[src/shared/pss_defs.svh]
// Purpose : offsets, field positions, reset values and timing for the power switchover block
// Assumes : 8-bit serial register space, 25 MHz system clock
// Notes   : definitions only
`ifndef PSS_DEFS_SVH
`define PSS_DEFS_SVH

// register offsets
`define PSS_OFS_STATUS    8'h0F
`define PSS_OFS_IRQ_MASK  8'h12
`define PSS_OFS_OSC_CTRL  8'h1C
`define PSS_OFS_CFG_KEY   8'h1F
`define PSS_OFS_TRICKLE   8'h20
`define PSS_OFS_CMP_CFG   8'h21
`define PSS_OFS_BATMODE   8'h27
`define PSS_OFS_CMP_STAT  8'h2F
`define PSS_OFS_OUT_CTRL  8'h30

// field positions
`define PSS_BIT_ON_BACKUP   6
`define PSS_BIT_BATT_LOW    4
`define PSS_BIT_BL_IRQ_EN   4
`define PSS_BIT_OSC_RC      7
`define PSS_BIT_AUTO_OSC    4
`define PSS_BIT_IFACE_BKP   7
`define PSS_BIT_CMP_STATE   7
`define PSS_BIT_POLARITY    0
`define PSS_BIT_EXT_BKP     5
`define PSS_BIT_WD_BKP      4
`define PSS_BIT_CLKO_BKP    3

// reset values
`define PSS_RST_STATUS    8'h00
`define PSS_RST_IRQ_MASK  8'hE0
`define PSS_RST_OSC_CTRL  8'h00
`define PSS_RST_CFG_KEY   8'h00
`define PSS_RST_TRICKLE   8'h00
`define PSS_RST_CMP_CFG   8'h00
`define PSS_RST_BATMODE   8'h80
`define PSS_RST_OUT_CTRL  8'h38

// keys and codes
`define PSS_SW_RESET_KEY  8'h3C
`define PSS_CHARGER_KEY   4'hA
`define PSS_DIODE_PLAIN   2'h1
`define PSS_DIODE_SERIES  2'h2
`define PSS_RES_NONE      2'h0

// timing
`define PSS_CLK_KHZ       25000
`define PSS_POWER_UP_DELAY_MS      300
`define PSS_POWER_UP_DELAY_CYCLES  (`PSS_POWER_UP_DELAY_MS * `PSS_CLK_KHZ)

`endif

[src/shared/pss_pkg.sv]
// Purpose : types shared by the power switchover block
// Assumes : nothing
// Notes   : constants live in pss_defs.svh
`default_nettype none

package pss_pkg;

  typedef enum logic [1:0] {
    PSS_RESET,
    PSS_MAIN,
    PSS_BACKUP
  } pss_state_type;

  // digital comparator indications, 1 = supply above the level
  typedef struct packed {
    logic mainAboveStart;
    logic mainAboveReset;
    logic mainAboveSwFall;
    logic mainAboveSwRise;
    logic backupAboveSw;
    logic backupAboveReset;
    logic backupAboveFallRef;
    logic backupAboveRiseRef;
  } pss_supply_type;

  typedef struct packed {
    logic       enable;
    logic       diodeInsert;
    logic [1:0] resistorSelect;
  } pss_charger_type;

endpackage

`default_nettype wire

[src/hw/pss_power_switchover.sv]
// Purpose : power state sequencer, battery-low comparator flag, access gating, trickle decode
// Assumes : comparator indications are asynchronous levels; host accesses arrive as strobes
// Notes   : one clock, synchronous active-low reset
`include "pss_defs.svh"
`default_nettype none

module pss_power_switchover #(
  parameter int POWER_UP_DELAY_CYCLES = `PSS_POWER_UP_DELAY_CYCLES
) (
  // clock and reset
  input  wire logic                 clk_sys,
  input  wire logic                 rst_b,
  // analog comparator indications
  input  wire pss_pkg::pss_supply_type supplyIn,
  // register access from the serial interface
  input  wire logic                 regWrStb,
  input  wire logic                 regRdStb,
  input  wire logic [7:0]           regAddr,
  input  wire logic [7:0]           regWrData,
  output logic      [7:0]           regRdData,
  output logic                      regRdValid,
  // power and analog control
  output pss_pkg::pss_state_type    powerState,
  output logic                      ifaceEnable,
  output logic                      oscRcSelect,
  output logic [3:0]                thresholdSelect,
  output pss_pkg::pss_charger_type  charger,
  output logic                      extInputEnable,
  output logic                      wdInputEnable,
  output logic                      clkOutEnable,
  // pins
  output logic                      freqOutIrqPin,
  output logic                      irq
);

  localparam int CW = $clog2(POWER_UP_DELAY_CYCLES + 1);

  function automatic pss_pkg::pss_charger_type decodeCharger(input logic [7:0] trk);
    pss_pkg::pss_charger_type c;
    c.enable         = (trk[7:4] == `PSS_CHARGER_KEY)
                       && (trk[3:2] == `PSS_DIODE_PLAIN || trk[3:2] == `PSS_DIODE_SERIES)
                       && (trk[1:0] != `PSS_RES_NONE);
    c.diodeInsert    = c.enable && (trk[3:2] == `PSS_DIODE_SERIES);
    c.resistorSelect = c.enable ? trk[1:0] : `PSS_RES_NONE;
    return c;
  endfunction

  ////////////////////////////////////////////////////////////////////////////////
  // input synchronisers

  pss_pkg::pss_supply_type syncA_ff;
  pss_pkg::pss_supply_type sup_ff;

  // comparators are analog and asynchronous, hence two stages
  always_ff @(posedge clk_sys) begin
    if (!rst_b) begin
      syncA_ff <= '0;
      sup_ff   <= '0;
    end else begin
      syncA_ff <= supplyIn;
      sup_ff   <= syncA_ff;
    end
  end

  ////////////////////////////////////////////////////////////////////////////////
  // power state machine

  pss_pkg::pss_state_type state_ff;
  pss_pkg::pss_state_type nxt_state;
  logic                   swReset;

  always_comb begin
    nxt_state = state_ff;
    case (state_ff)
      pss_pkg::PSS_RESET: begin
        // a backup supply alone keeps the part in reset to spare the cell
        if (sup_ff.mainAboveStart) begin
          nxt_state = pss_pkg::PSS_MAIN;
        end
      end
      pss_pkg::PSS_MAIN: begin
        if (!sup_ff.mainAboveReset && !sup_ff.backupAboveSw) begin
          nxt_state = pss_pkg::PSS_RESET;
        end else if (!sup_ff.mainAboveSwFall && sup_ff.backupAboveSw) begin
          nxt_state = pss_pkg::PSS_BACKUP;
        end
      end
      pss_pkg::PSS_BACKUP: begin
        if (!sup_ff.backupAboveReset) begin
          nxt_state = pss_pkg::PSS_RESET;
        end else if (sup_ff.mainAboveSwRise) begin
          nxt_state = pss_pkg::PSS_MAIN;
        end
      end
      default: nxt_state = pss_pkg::PSS_RESET;
    endcase
    if (swReset) begin
      nxt_state = pss_pkg::PSS_RESET;
    end
  end

  always_ff @(posedge clk_sys) begin
    if (!rst_b) begin
      state_ff <= pss_pkg::PSS_RESET;
    end else begin
      state_ff <= nxt_state;
    end
  end

  ////////////////////////////////////////////////////////////////////////////////
  // registers, power-up delay, comparator flag

  logic [7:0]    status_ff, irqMask_ff, oscCtrl_ff, cfgKey_ff, trickle_ff;
  logic [7:0]    cmpCfg_ff, batmode_ff, outCtrl_ff, rdData_ff;
  logic [7:0]    nxt_status, nxt_irqMask, nxt_oscCtrl, nxt_cfgKey, nxt_trickle;
  logic [7:0]    nxt_cmpCfg, nxt_batmode, nxt_outCtrl, nxt_rdData;
  logic          rdValid_ff, nxt_rdValid, pudelDone_ff, nxt_pudelDone;
  logic          prevRef_ff, nxt_prevRef;
  logic [CW-1:0] pudelCnt_ff, nxt_pudelCnt;
  logic          inReset, inBackup, accessOpen, cmpState, blEvent, wrHit;

  assign inReset    = (state_ff == pss_pkg::PSS_RESET);
  assign inBackup   = (state_ff == pss_pkg::PSS_BACKUP);
  assign accessOpen = pudelDone_ff && !inReset
                      && !(inBackup && !batmode_ff[`PSS_BIT_IFACE_BKP]);
  assign cmpState   = cmpCfg_ff[`PSS_BIT_POLARITY] ? sup_ff.backupAboveRiseRef
                                                   : sup_ff.backupAboveFallRef;
  // crossing detector compares against last cycle's synchronised level
  assign blEvent    = cmpCfg_ff[`PSS_BIT_POLARITY] ? (!prevRef_ff && cmpState)
                                                   : (prevRef_ff && !cmpState);
  assign wrHit      = regWrStb && accessOpen;
  assign swReset    = wrHit && regAddr == `PSS_OFS_CFG_KEY
                      && regWrData == `PSS_SW_RESET_KEY;

  always_comb begin
    nxt_status    = status_ff;
    nxt_irqMask   = irqMask_ff;
    nxt_oscCtrl   = oscCtrl_ff;
    nxt_cfgKey    = cfgKey_ff;
    nxt_trickle   = trickle_ff;
    nxt_cmpCfg    = cmpCfg_ff;
    nxt_batmode   = batmode_ff;
    nxt_outCtrl   = outCtrl_ff;
    nxt_rdData    = rdData_ff;
    nxt_rdValid   = 1'b0;
    nxt_prevRef   = cmpState;
    nxt_pudelCnt  = pudelCnt_ff;
    nxt_pudelDone = pudelDone_ff;
    // power-up delay runs only after a start from reset
    if (state_ff == pss_pkg::PSS_MAIN && !pudelDone_ff) begin
      if (pudelCnt_ff == CW'(POWER_UP_DELAY_CYCLES - 1)) begin
        nxt_pudelDone = 1'b1;
      end else begin
        nxt_pudelCnt = pudelCnt_ff + CW'(1);
      end
    end
    if (wrHit) begin
      case (regAddr)
        `PSS_OFS_STATUS:   nxt_status  = regWrData;
        `PSS_OFS_IRQ_MASK: nxt_irqMask = regWrData;
        `PSS_OFS_OSC_CTRL: nxt_oscCtrl = regWrData;
        `PSS_OFS_CFG_KEY:  nxt_cfgKey  = regWrData;
        `PSS_OFS_TRICKLE:  nxt_trickle = regWrData;
        `PSS_OFS_CMP_CFG:  nxt_cmpCfg  = regWrData;
        `PSS_OFS_BATMODE:  nxt_batmode = regWrData;
        `PSS_OFS_OUT_CTRL: nxt_outCtrl = regWrData;
        default: ;
      endcase
    end
    // hardware sets win over a software clear in the same cycle
    if (nxt_state == pss_pkg::PSS_BACKUP && !inBackup) begin
      nxt_status[`PSS_BIT_ON_BACKUP] = 1'b1;
    end
    if (blEvent) begin
      nxt_status[`PSS_BIT_BATT_LOW] = 1'b1;
    end
    if (regRdStb && accessOpen) begin
      nxt_rdValid = 1'b1;
      case (regAddr)
        `PSS_OFS_STATUS:   nxt_rdData = status_ff;
        `PSS_OFS_IRQ_MASK: nxt_rdData = irqMask_ff;
        `PSS_OFS_OSC_CTRL: nxt_rdData = oscCtrl_ff;
        `PSS_OFS_CFG_KEY:  nxt_rdData = cfgKey_ff;
        `PSS_OFS_TRICKLE:  nxt_rdData = trickle_ff;
        `PSS_OFS_CMP_CFG:  nxt_rdData = cmpCfg_ff;
        `PSS_OFS_BATMODE:  nxt_rdData = batmode_ff;
        `PSS_OFS_OUT_CTRL: nxt_rdData = outCtrl_ff;
        `PSS_OFS_CMP_STAT: nxt_rdData = {cmpState, 7'h00};
        default:           nxt_rdData = 8'h00;
      endcase
    end
  end

  // defaults load on the edge that enters reset, so no stale value is seen in reset
  always_ff @(posedge clk_sys) begin
    if (!rst_b || nxt_state == pss_pkg::PSS_RESET) begin
      status_ff    <= `PSS_RST_STATUS;
      irqMask_ff   <= `PSS_RST_IRQ_MASK;
      oscCtrl_ff   <= `PSS_RST_OSC_CTRL;
      cfgKey_ff    <= `PSS_RST_CFG_KEY;
      trickle_ff   <= `PSS_RST_TRICKLE;
      cmpCfg_ff    <= `PSS_RST_CMP_CFG;
      batmode_ff   <= `PSS_RST_BATMODE;
      outCtrl_ff   <= `PSS_RST_OUT_CTRL;
      rdData_ff    <= 8'h00;
      rdValid_ff   <= 1'b0;
      prevRef_ff   <= 1'b0;
      pudelCnt_ff  <= '0;
      pudelDone_ff <= 1'b0;
    end else begin
      status_ff    <= nxt_status;
      irqMask_ff   <= nxt_irqMask;
      oscCtrl_ff   <= nxt_oscCtrl;
      cfgKey_ff    <= nxt_cfgKey;
      trickle_ff   <= nxt_trickle;
      cmpCfg_ff    <= nxt_cmpCfg;
      batmode_ff   <= nxt_batmode;
      outCtrl_ff   <= nxt_outCtrl;
      rdData_ff    <= nxt_rdData;
      rdValid_ff   <= nxt_rdValid;
      prevRef_ff   <= nxt_prevRef;
      pudelCnt_ff  <= nxt_pudelCnt;
      pudelDone_ff <= nxt_pudelDone;
    end
  end

  ////////////////////////////////////////////////////////////////////////////////
  // outputs

  assign powerState      = state_ff;
  assign regRdData       = rdData_ff;
  assign regRdValid      = rdValid_ff;
  assign ifaceEnable     = accessOpen;
  assign oscRcSelect     = oscCtrl_ff[`PSS_BIT_OSC_RC]
                           || (inBackup && oscCtrl_ff[`PSS_BIT_AUTO_OSC]);
  assign thresholdSelect = cmpCfg_ff[7:4];
  assign charger         = decodeCharger(trickle_ff);
  // pins whose far side loses power are shut off in backup when their outCtrl_ff bit is clear; the reset value 8'h38 keeps all three on
  assign extInputEnable  = !inBackup || outCtrl_ff[`PSS_BIT_EXT_BKP];
  assign wdInputEnable   = !inBackup || outCtrl_ff[`PSS_BIT_WD_BKP];
  assign clkOutEnable    = !inBackup || outCtrl_ff[`PSS_BIT_CLKO_BKP];
  assign freqOutIrqPin   = pudelDone_ff;
  assign irq             = status_ff[`PSS_BIT_BATT_LOW] && irqMask_ff[`PSS_BIT_BL_IRQ_EN];
endmodule

`default_nettype wire

[config.mk]
export PLATFORM = sky130hd
export DESIGN_NAME = pss_power_switchover
export DESIGN_NICKNAME = d
export VERILOG_FILES = /design/src/shared/pss_pkg.sv /design/src/hw/pss_power_switchover.sv
export VERILOG_INCLUDE_DIRS = /design/src /design/src/shared
export SDC_FILE = /design/constraint.sdc
export NUM_CORES = 1
export LEC_CHECK = 0
export ABC_AREA = 1
export BUFFER_PORTS_ARGS = -buffer_cell sky130_fd_sc_hd__buf_2
export CAP_MARGIN = 5
export CORE_UTILIZATION = 60
export CTS_CLUSTER_DIAMETER = 80
export CTS_CLUSTER_SIZE = 25
export DETAILED_ROUTE_END_ITERATION = 8
export PLACE_DENSITY = 0.8
export SKIP_LAST_GASP = 1
export SLEW_MARGIN = 5
export SYNTH_ARGS = -nofsm -noshare
export SYNTH_HDL_FRONTEND = slang
export SYNTH_SLANG_ARGS = --single-unit
[constraint.sdc]
create_clock -name clk_sys -period 2.5 [get_ports clk_sys]
set_clock_uncertainty 0.2 [all_clocks]
set_input_delay 0.5 -clock clk_sys [delete_from_list [all_inputs] [get_ports clk_sys]]
set_output_delay 0.5 -clock clk_sys [all_outputs]
set_load 0.03 [all_outputs]
Word level (Yosys, flattened, before mapping) --
Cells that the tools add are included.
Word-level totals: register bits 116, bits in latches 0, memory bits (writable) 0, ROM bits 0, input bits 28, output and inout bits 26, logic and storage cells 121, memories 0
Operators by class: add/sub/neg operators 1, multipliers 0, divide/modulo/power cells 0, $lt $le $gt $ge 0, equal/unequal tests 17, shift operators 0, muxes and demuxes 16, bitwise operators 1, reductions and logical operators 54
Operators with widths (number):
- one-hot mux 8 bit (9 select lines) | 1
- == test 8 x 6 -> 1 bit (second input constant) | 6
- == test 8 x 5 -> 1 bit (second input constant) | 3
- AND reduction 2 bit | 12
- adder 23 x 1 -> 23 bit (second input constant) | 1
- == test 23 bit (second input constant) | 1
- logical AND 1 bit | 18
- two-way mux 2 bit | 7
- two-way mux 7 bit | 2
- logical NOT 1 bit | 11
- nonzero test 2 bit | 5
- == test 8 x 4 -> 1 bit (second input constant) | 1
- == test 2 bit (second input constant) | 3
- logical OR 1 bit | 6
- one-hot mux 2 bit (3 select lines) | 1
- two-way mux 1 bit | 5
- == test 2 x 1 -> 1 bit (second input constant) | 2
- == test 4 bit (second input constant) | 1
- logical NOT 2 bit | 2
- NOT 1 bit | 1

Depth between registers and ports, before layout --
depth in word-level cells 12, mapped depth 11

Worst setup path before layout --
Ideal clock, no wire load.
kind reg2out, start point register trickle_ff[2], end point output port charger[0] in the netlist's numbering, arrival 1.623 ns, slack 0.177 ns, stages on the path, launching flop included 7, cell sequence dfxtp_1 inv_1 ha_1 nor3_1 and2_1 inv_1 nor2_1
RTL lines:
- start: declaration | RTL line pss_power_switchover.sv:113 | logic [7:0] status_ff, irqMask_ff, oscCtrl_ff, cfgKey_ff, trickle_ff;
- start signal: assignment | RTL line pss_power_switchover.sv:201 | trickle_ff <= `PSS_RST_TRICKLE;
- start signal: assignment | RTL line pss_power_switchover.sv:215 | trickle_ff <= nxt_trickle;
- end: declaration | RTL line pss_power_switchover.sv:27 | output pss_pkg::pss_charger_type charger,

==> results.sh <==
export IMPL_vias=5829
export IMPL_p_per_area_mw_per_mm2=638
export IMPL_place_area_sq_mm=0.00632
export IMPL_cp_max_fo=3
export IMPL_outcome="completed"
export IMPL_p_int_mw=3.44
export IMPL_path_class="reg -> out"
export IMPL_p_clk_share_pct=54.4
export IMPL_clkSinkCount=116
export IMPL_whs_ns=0.152
export IMPL_grt_pass1_wl_mm=26.4
export IMPL_slowest_delay_ns=0.39
export IMPL_synth_area_leaders="dfxtp_1 39%, nand2_1 20%, nand3_1 7.6%"
export IMPL_path_clk_slew_ns=0.06
export IMPL_antenna_found_initial=0
export IMPL_wl_per_cell_um=15.1
export IMPL_synthToLayoutAreaGrowth_pct=18.5
export IMPL_netlist_instances=868
export IMPL_pwr_share_seq_pct=41.6
export IMPL_cts_htree_levels=4
export IMPL_cpMaxStageDelayCell="dfxtp_2"
export IMPL_yosysWarnings=0
export IMPL_fp_row_count=35
export IMPL_nets=971
export IMPL_leakagePower_nw=3.01
export IMPL_fin_util_pct=74.6
export IMPL_fmax_ghz=0.410
export IMPL_fin_area_sq_mm=0.00703
export IMPL_synth_area_sq_mm=0.00593
export IMPL_antenna_cells=0
export IMPL_clkLatencyLatePin_ns=0.52
export IMPL_switchingPower_mw=1.04
export IMPL_hold_viol=0
export IMPL_grt_ovfl_total=0
export IMPL_wirelength_mm=16.4
export IMPL_grt_total_usage_pct=33.8
export IMPL_ir_drop_mv=0.551
export IMPL_num_fill_cells=745
export IMPL_period_share_pct=97.7
export IMPL_place_gp_congestion=0.933
export IMPL_yosysSeqAreaShare_pct=39.1
export IMPL_initial_utilization_pct=63.0
export IMPL_p_total_mw=4.48
export IMPL_combPwrFrac_pct=4.0
export IMPL_period_minus_slack_ns=2.44
export IMPL_cts_tree="yes"
export IMPL_worst_pin_slew_ns=0.452
export IMPL_ys_ff_latch=116
export IMPL_ios=54
export IMPL_core_area_sq_mm=0.00942
export IMPL_cts_setup_buffers=0
export IMPL_drv_slew=0
export IMPL_layout_drive_gt1_share_pct=19.8
export IMPL_power_switching_share_pct=23.2
export IMPL_crit_chain="ha_4 -> nor3_2 -> and2_4 -> inv_1 -> nor2_1 -> buf_4"
export IMPL_cp_required_ns=1.80
export IMPL_fin_tns_setup_ns=0
export IMPL_cts_path_max_buffers=2
export IMPL_yosysTopAreaCell="dfxtp_1"
export IMPL_setup_viol=0
export IMPL_dr_pass1_iters=5
export IMPL_yosysTopAreaCellShare_pct=39.1
export IMPL_syn_nets=898
export IMPL_cts_buffers=17
export IMPL_yosysUniqueCellTypes=38
export IMPL_endpoint_kind="output port"
export IMPL_die_w_um=101
export IMPL_grt_max_degree=66
export IMPL_ant_nets=0
export IMPL_dp_hpwl_mm=11.3
export IMPL_portBuffers=53
export IMPL_die_h_um=101
export IMPL_grt_pass1_vias=5641
export IMPL_die_area_sq_mm=0.0103
export IMPL_avgSynthCellArea_sq_um=6.83
export IMPL_relSlewSlack_pct=69.9
export IMPL_ctsRootBufferMaster="clkbuf_8"
export IMPL_drc=0
export IMPL_arrival_ns=1.74
export IMPL_max_cap_violations=0
export IMPL_hold_class="in -> reg"
export IMPL_drt_initial_drc_count=407
export IMPL_cp_start_kind="flip-flop"
export IMPL_via_per_inst=5.38
[final cells by class]
class / count / area [sq um] / area share [%]
repair buffers: 89 / 576 / 8.19
multi-input cells: 633 / 3060 / 43.5
clock buffers: 17 / 414 / 5.89
well taps: 129 / 161 / 2.30
clock inverters: 15 / 180 / 2.56
inverters: 84 / 315 / 4.49
flip-flops and latches: 116 / 2320 / 33.1
[cell families (layout without fill, tap and decap cells)]
family,after synthesis,count (layout),synth area share [%]
xor+xnor,13,13,1.92
flops,116,116,39.1
simple gates,520,520,37.2
compound gates,98,98,11.5
fa+ha+maj,2,2,0.422
buf+inv,119,205,9.87
[registers in the layout (all words and copies together) (netlist names), 2 cells and up]
signal / cells
batmode_ff: 8
cfgKey_ff: 8
cmpCfg_ff: 8
irqMask_ff: 8
oscCtrl_ff: 8
outCtrl_ff: 8
powerState: 2
pudelCnt_ff: 23
regRdData: 8
status_ff: 8
sup_ff: 8
syncA_ff: 8
trickle_ff: 8
[critical path: cells and delay by family (launching register included)]
| family | cells | cell delay, ns |
|---|---|---|
| buffers and inverters | 2 | 0.21 |
| and+or+nand+nor | 3 | 0.40 |
| DFF | 1 | 0.39 |
| adders and majority gates | 1 | 0.22 |
[through the flow]
stage | setup WS (ns) | cells
floorplan | 0.177 | 868
global placement | 0.308 | 1043
detailed placement | 0.291 | 1043
CTS | 0.00978 | 1083
global route | -0.00320 | 1083
finish | 0.0581 | 1083
[layout by cell type (no fill, tap or decap), types with 2 or more instances in the layout]
master and n:
xor2_1 9, nor2_8 2, nand3_1 90, o21ai_1 2, buf_2 50, dfxtp_2 2
inv_6 3, dfxtp_1 114, nand2_2 4, inv_2 7, dlygate4sd3_1 8, nand3b_1 4
clkinv_4 3, nand3_2 2, inv_1 76, nand2_4 3, or2_2 2, a21oi_1 33
clkinvlp_4 3, clkbuf_16 16, nand4_1 5, o211ai_1 4, nor2_2 8, buf_4 30
clkinv_2 3, nand2_1 317, xnor2_1 4, bufinv_16 3, nor2_1 79, a21oi_2 40
o21ai_0 13
[Yosys cell counts]
| cell | number |
|---|---|
| buf_2 | 10 |
| nand3b_1 | 4 |
| a21o_1 | 1 |
| nor2_4 | 1 |
| a21boi_4 | 1 |
| buf_1 | 1 |
| nand4_1 | 5 |
| nand2_4 | 3 |
| nand2_1 | 317 |
| ha_1 | 2 |
| o21ai_0 | 13 |
| a21oi_1 | 33 |
| o211ai_1 | 4 |
| o211ai_2 | 1 |
| and2_1 | 1 |
| xnor2_1 | 4 |
| xor2_1 | 9 |
| dfxtp_1 | 116 |
| o21bai_1 | 1 |
| nand3_2 | 2 |
| buf_4 | 4 |
| nor2_2 | 7 |
| or2_2 | 2 |
| o21ai_1 | 2 |
| nor2_1 | 80 |
| nor2_8 | 2 |
| nor3_1 | 2 |
| a211oi_1 | 1 |
| buf_12 | 5 |
| inv_1 | 77 |
| inv_2 | 6 |
| nand2_2 | 4 |
| clkbuf_1 | 11 |
| a21oi_2 | 40 |
| buf_6 | 4 |
| clkinv_1 | 1 |
| nand3_1 | 90 |
| a31oi_1 | 1 |
[what timing repair did]
action                                  in CTS  in global routing
endpoints found under the hold margin        8                  0
hold buffers                                 8                  0
endpoints found under the setup margin       3                  6
resized for setup                            4                  6
pin swaps                                    1                  4
[power groups by stage]
| stage | sequential, mW | combinational (mW) | clock (mW) |
|---|---|---|---|
| after floorplan | 1.91 | 0.102 | 0 |
| after global placement | 1.91 | 0.160 | 0 |
| after detailed placement | 1.91 | 0.164 | 0 |
| after CTS | 1.87 | 0.175 | 2.45 |
| after global routing | 1.87 | 0.191 | 2.55 |
| final | 1.87 | 0.178 | 2.44 |
[path summary, 6_finish.rpt]
check,from,to,cells after the start,slack [ns]
worst max register to register,pudelCnt_ff[0],pudelCnt_ff[0],9,0.43
worst max-delay path,trickle_ff[3],charger[2],6,0.06
worst min register to register,syncA_ff[3],sup_ff[3],2,0.21
worst min-delay path,rst_b,syncA_ff[2],3,0.15
[layer usage]
layer | up-vias | part of all wire, % | track usage, %
li1 | 2878 | - | -
met1 | 2657 | 38 | 37.2
met2 | 229 | 50 | 60.6
met3 | 65 | 7.2 | 6.21
met4 | 0 | 4.9 | 20.2
met5 | - | 0 | 0
Power figures use the tool's default switching activity.
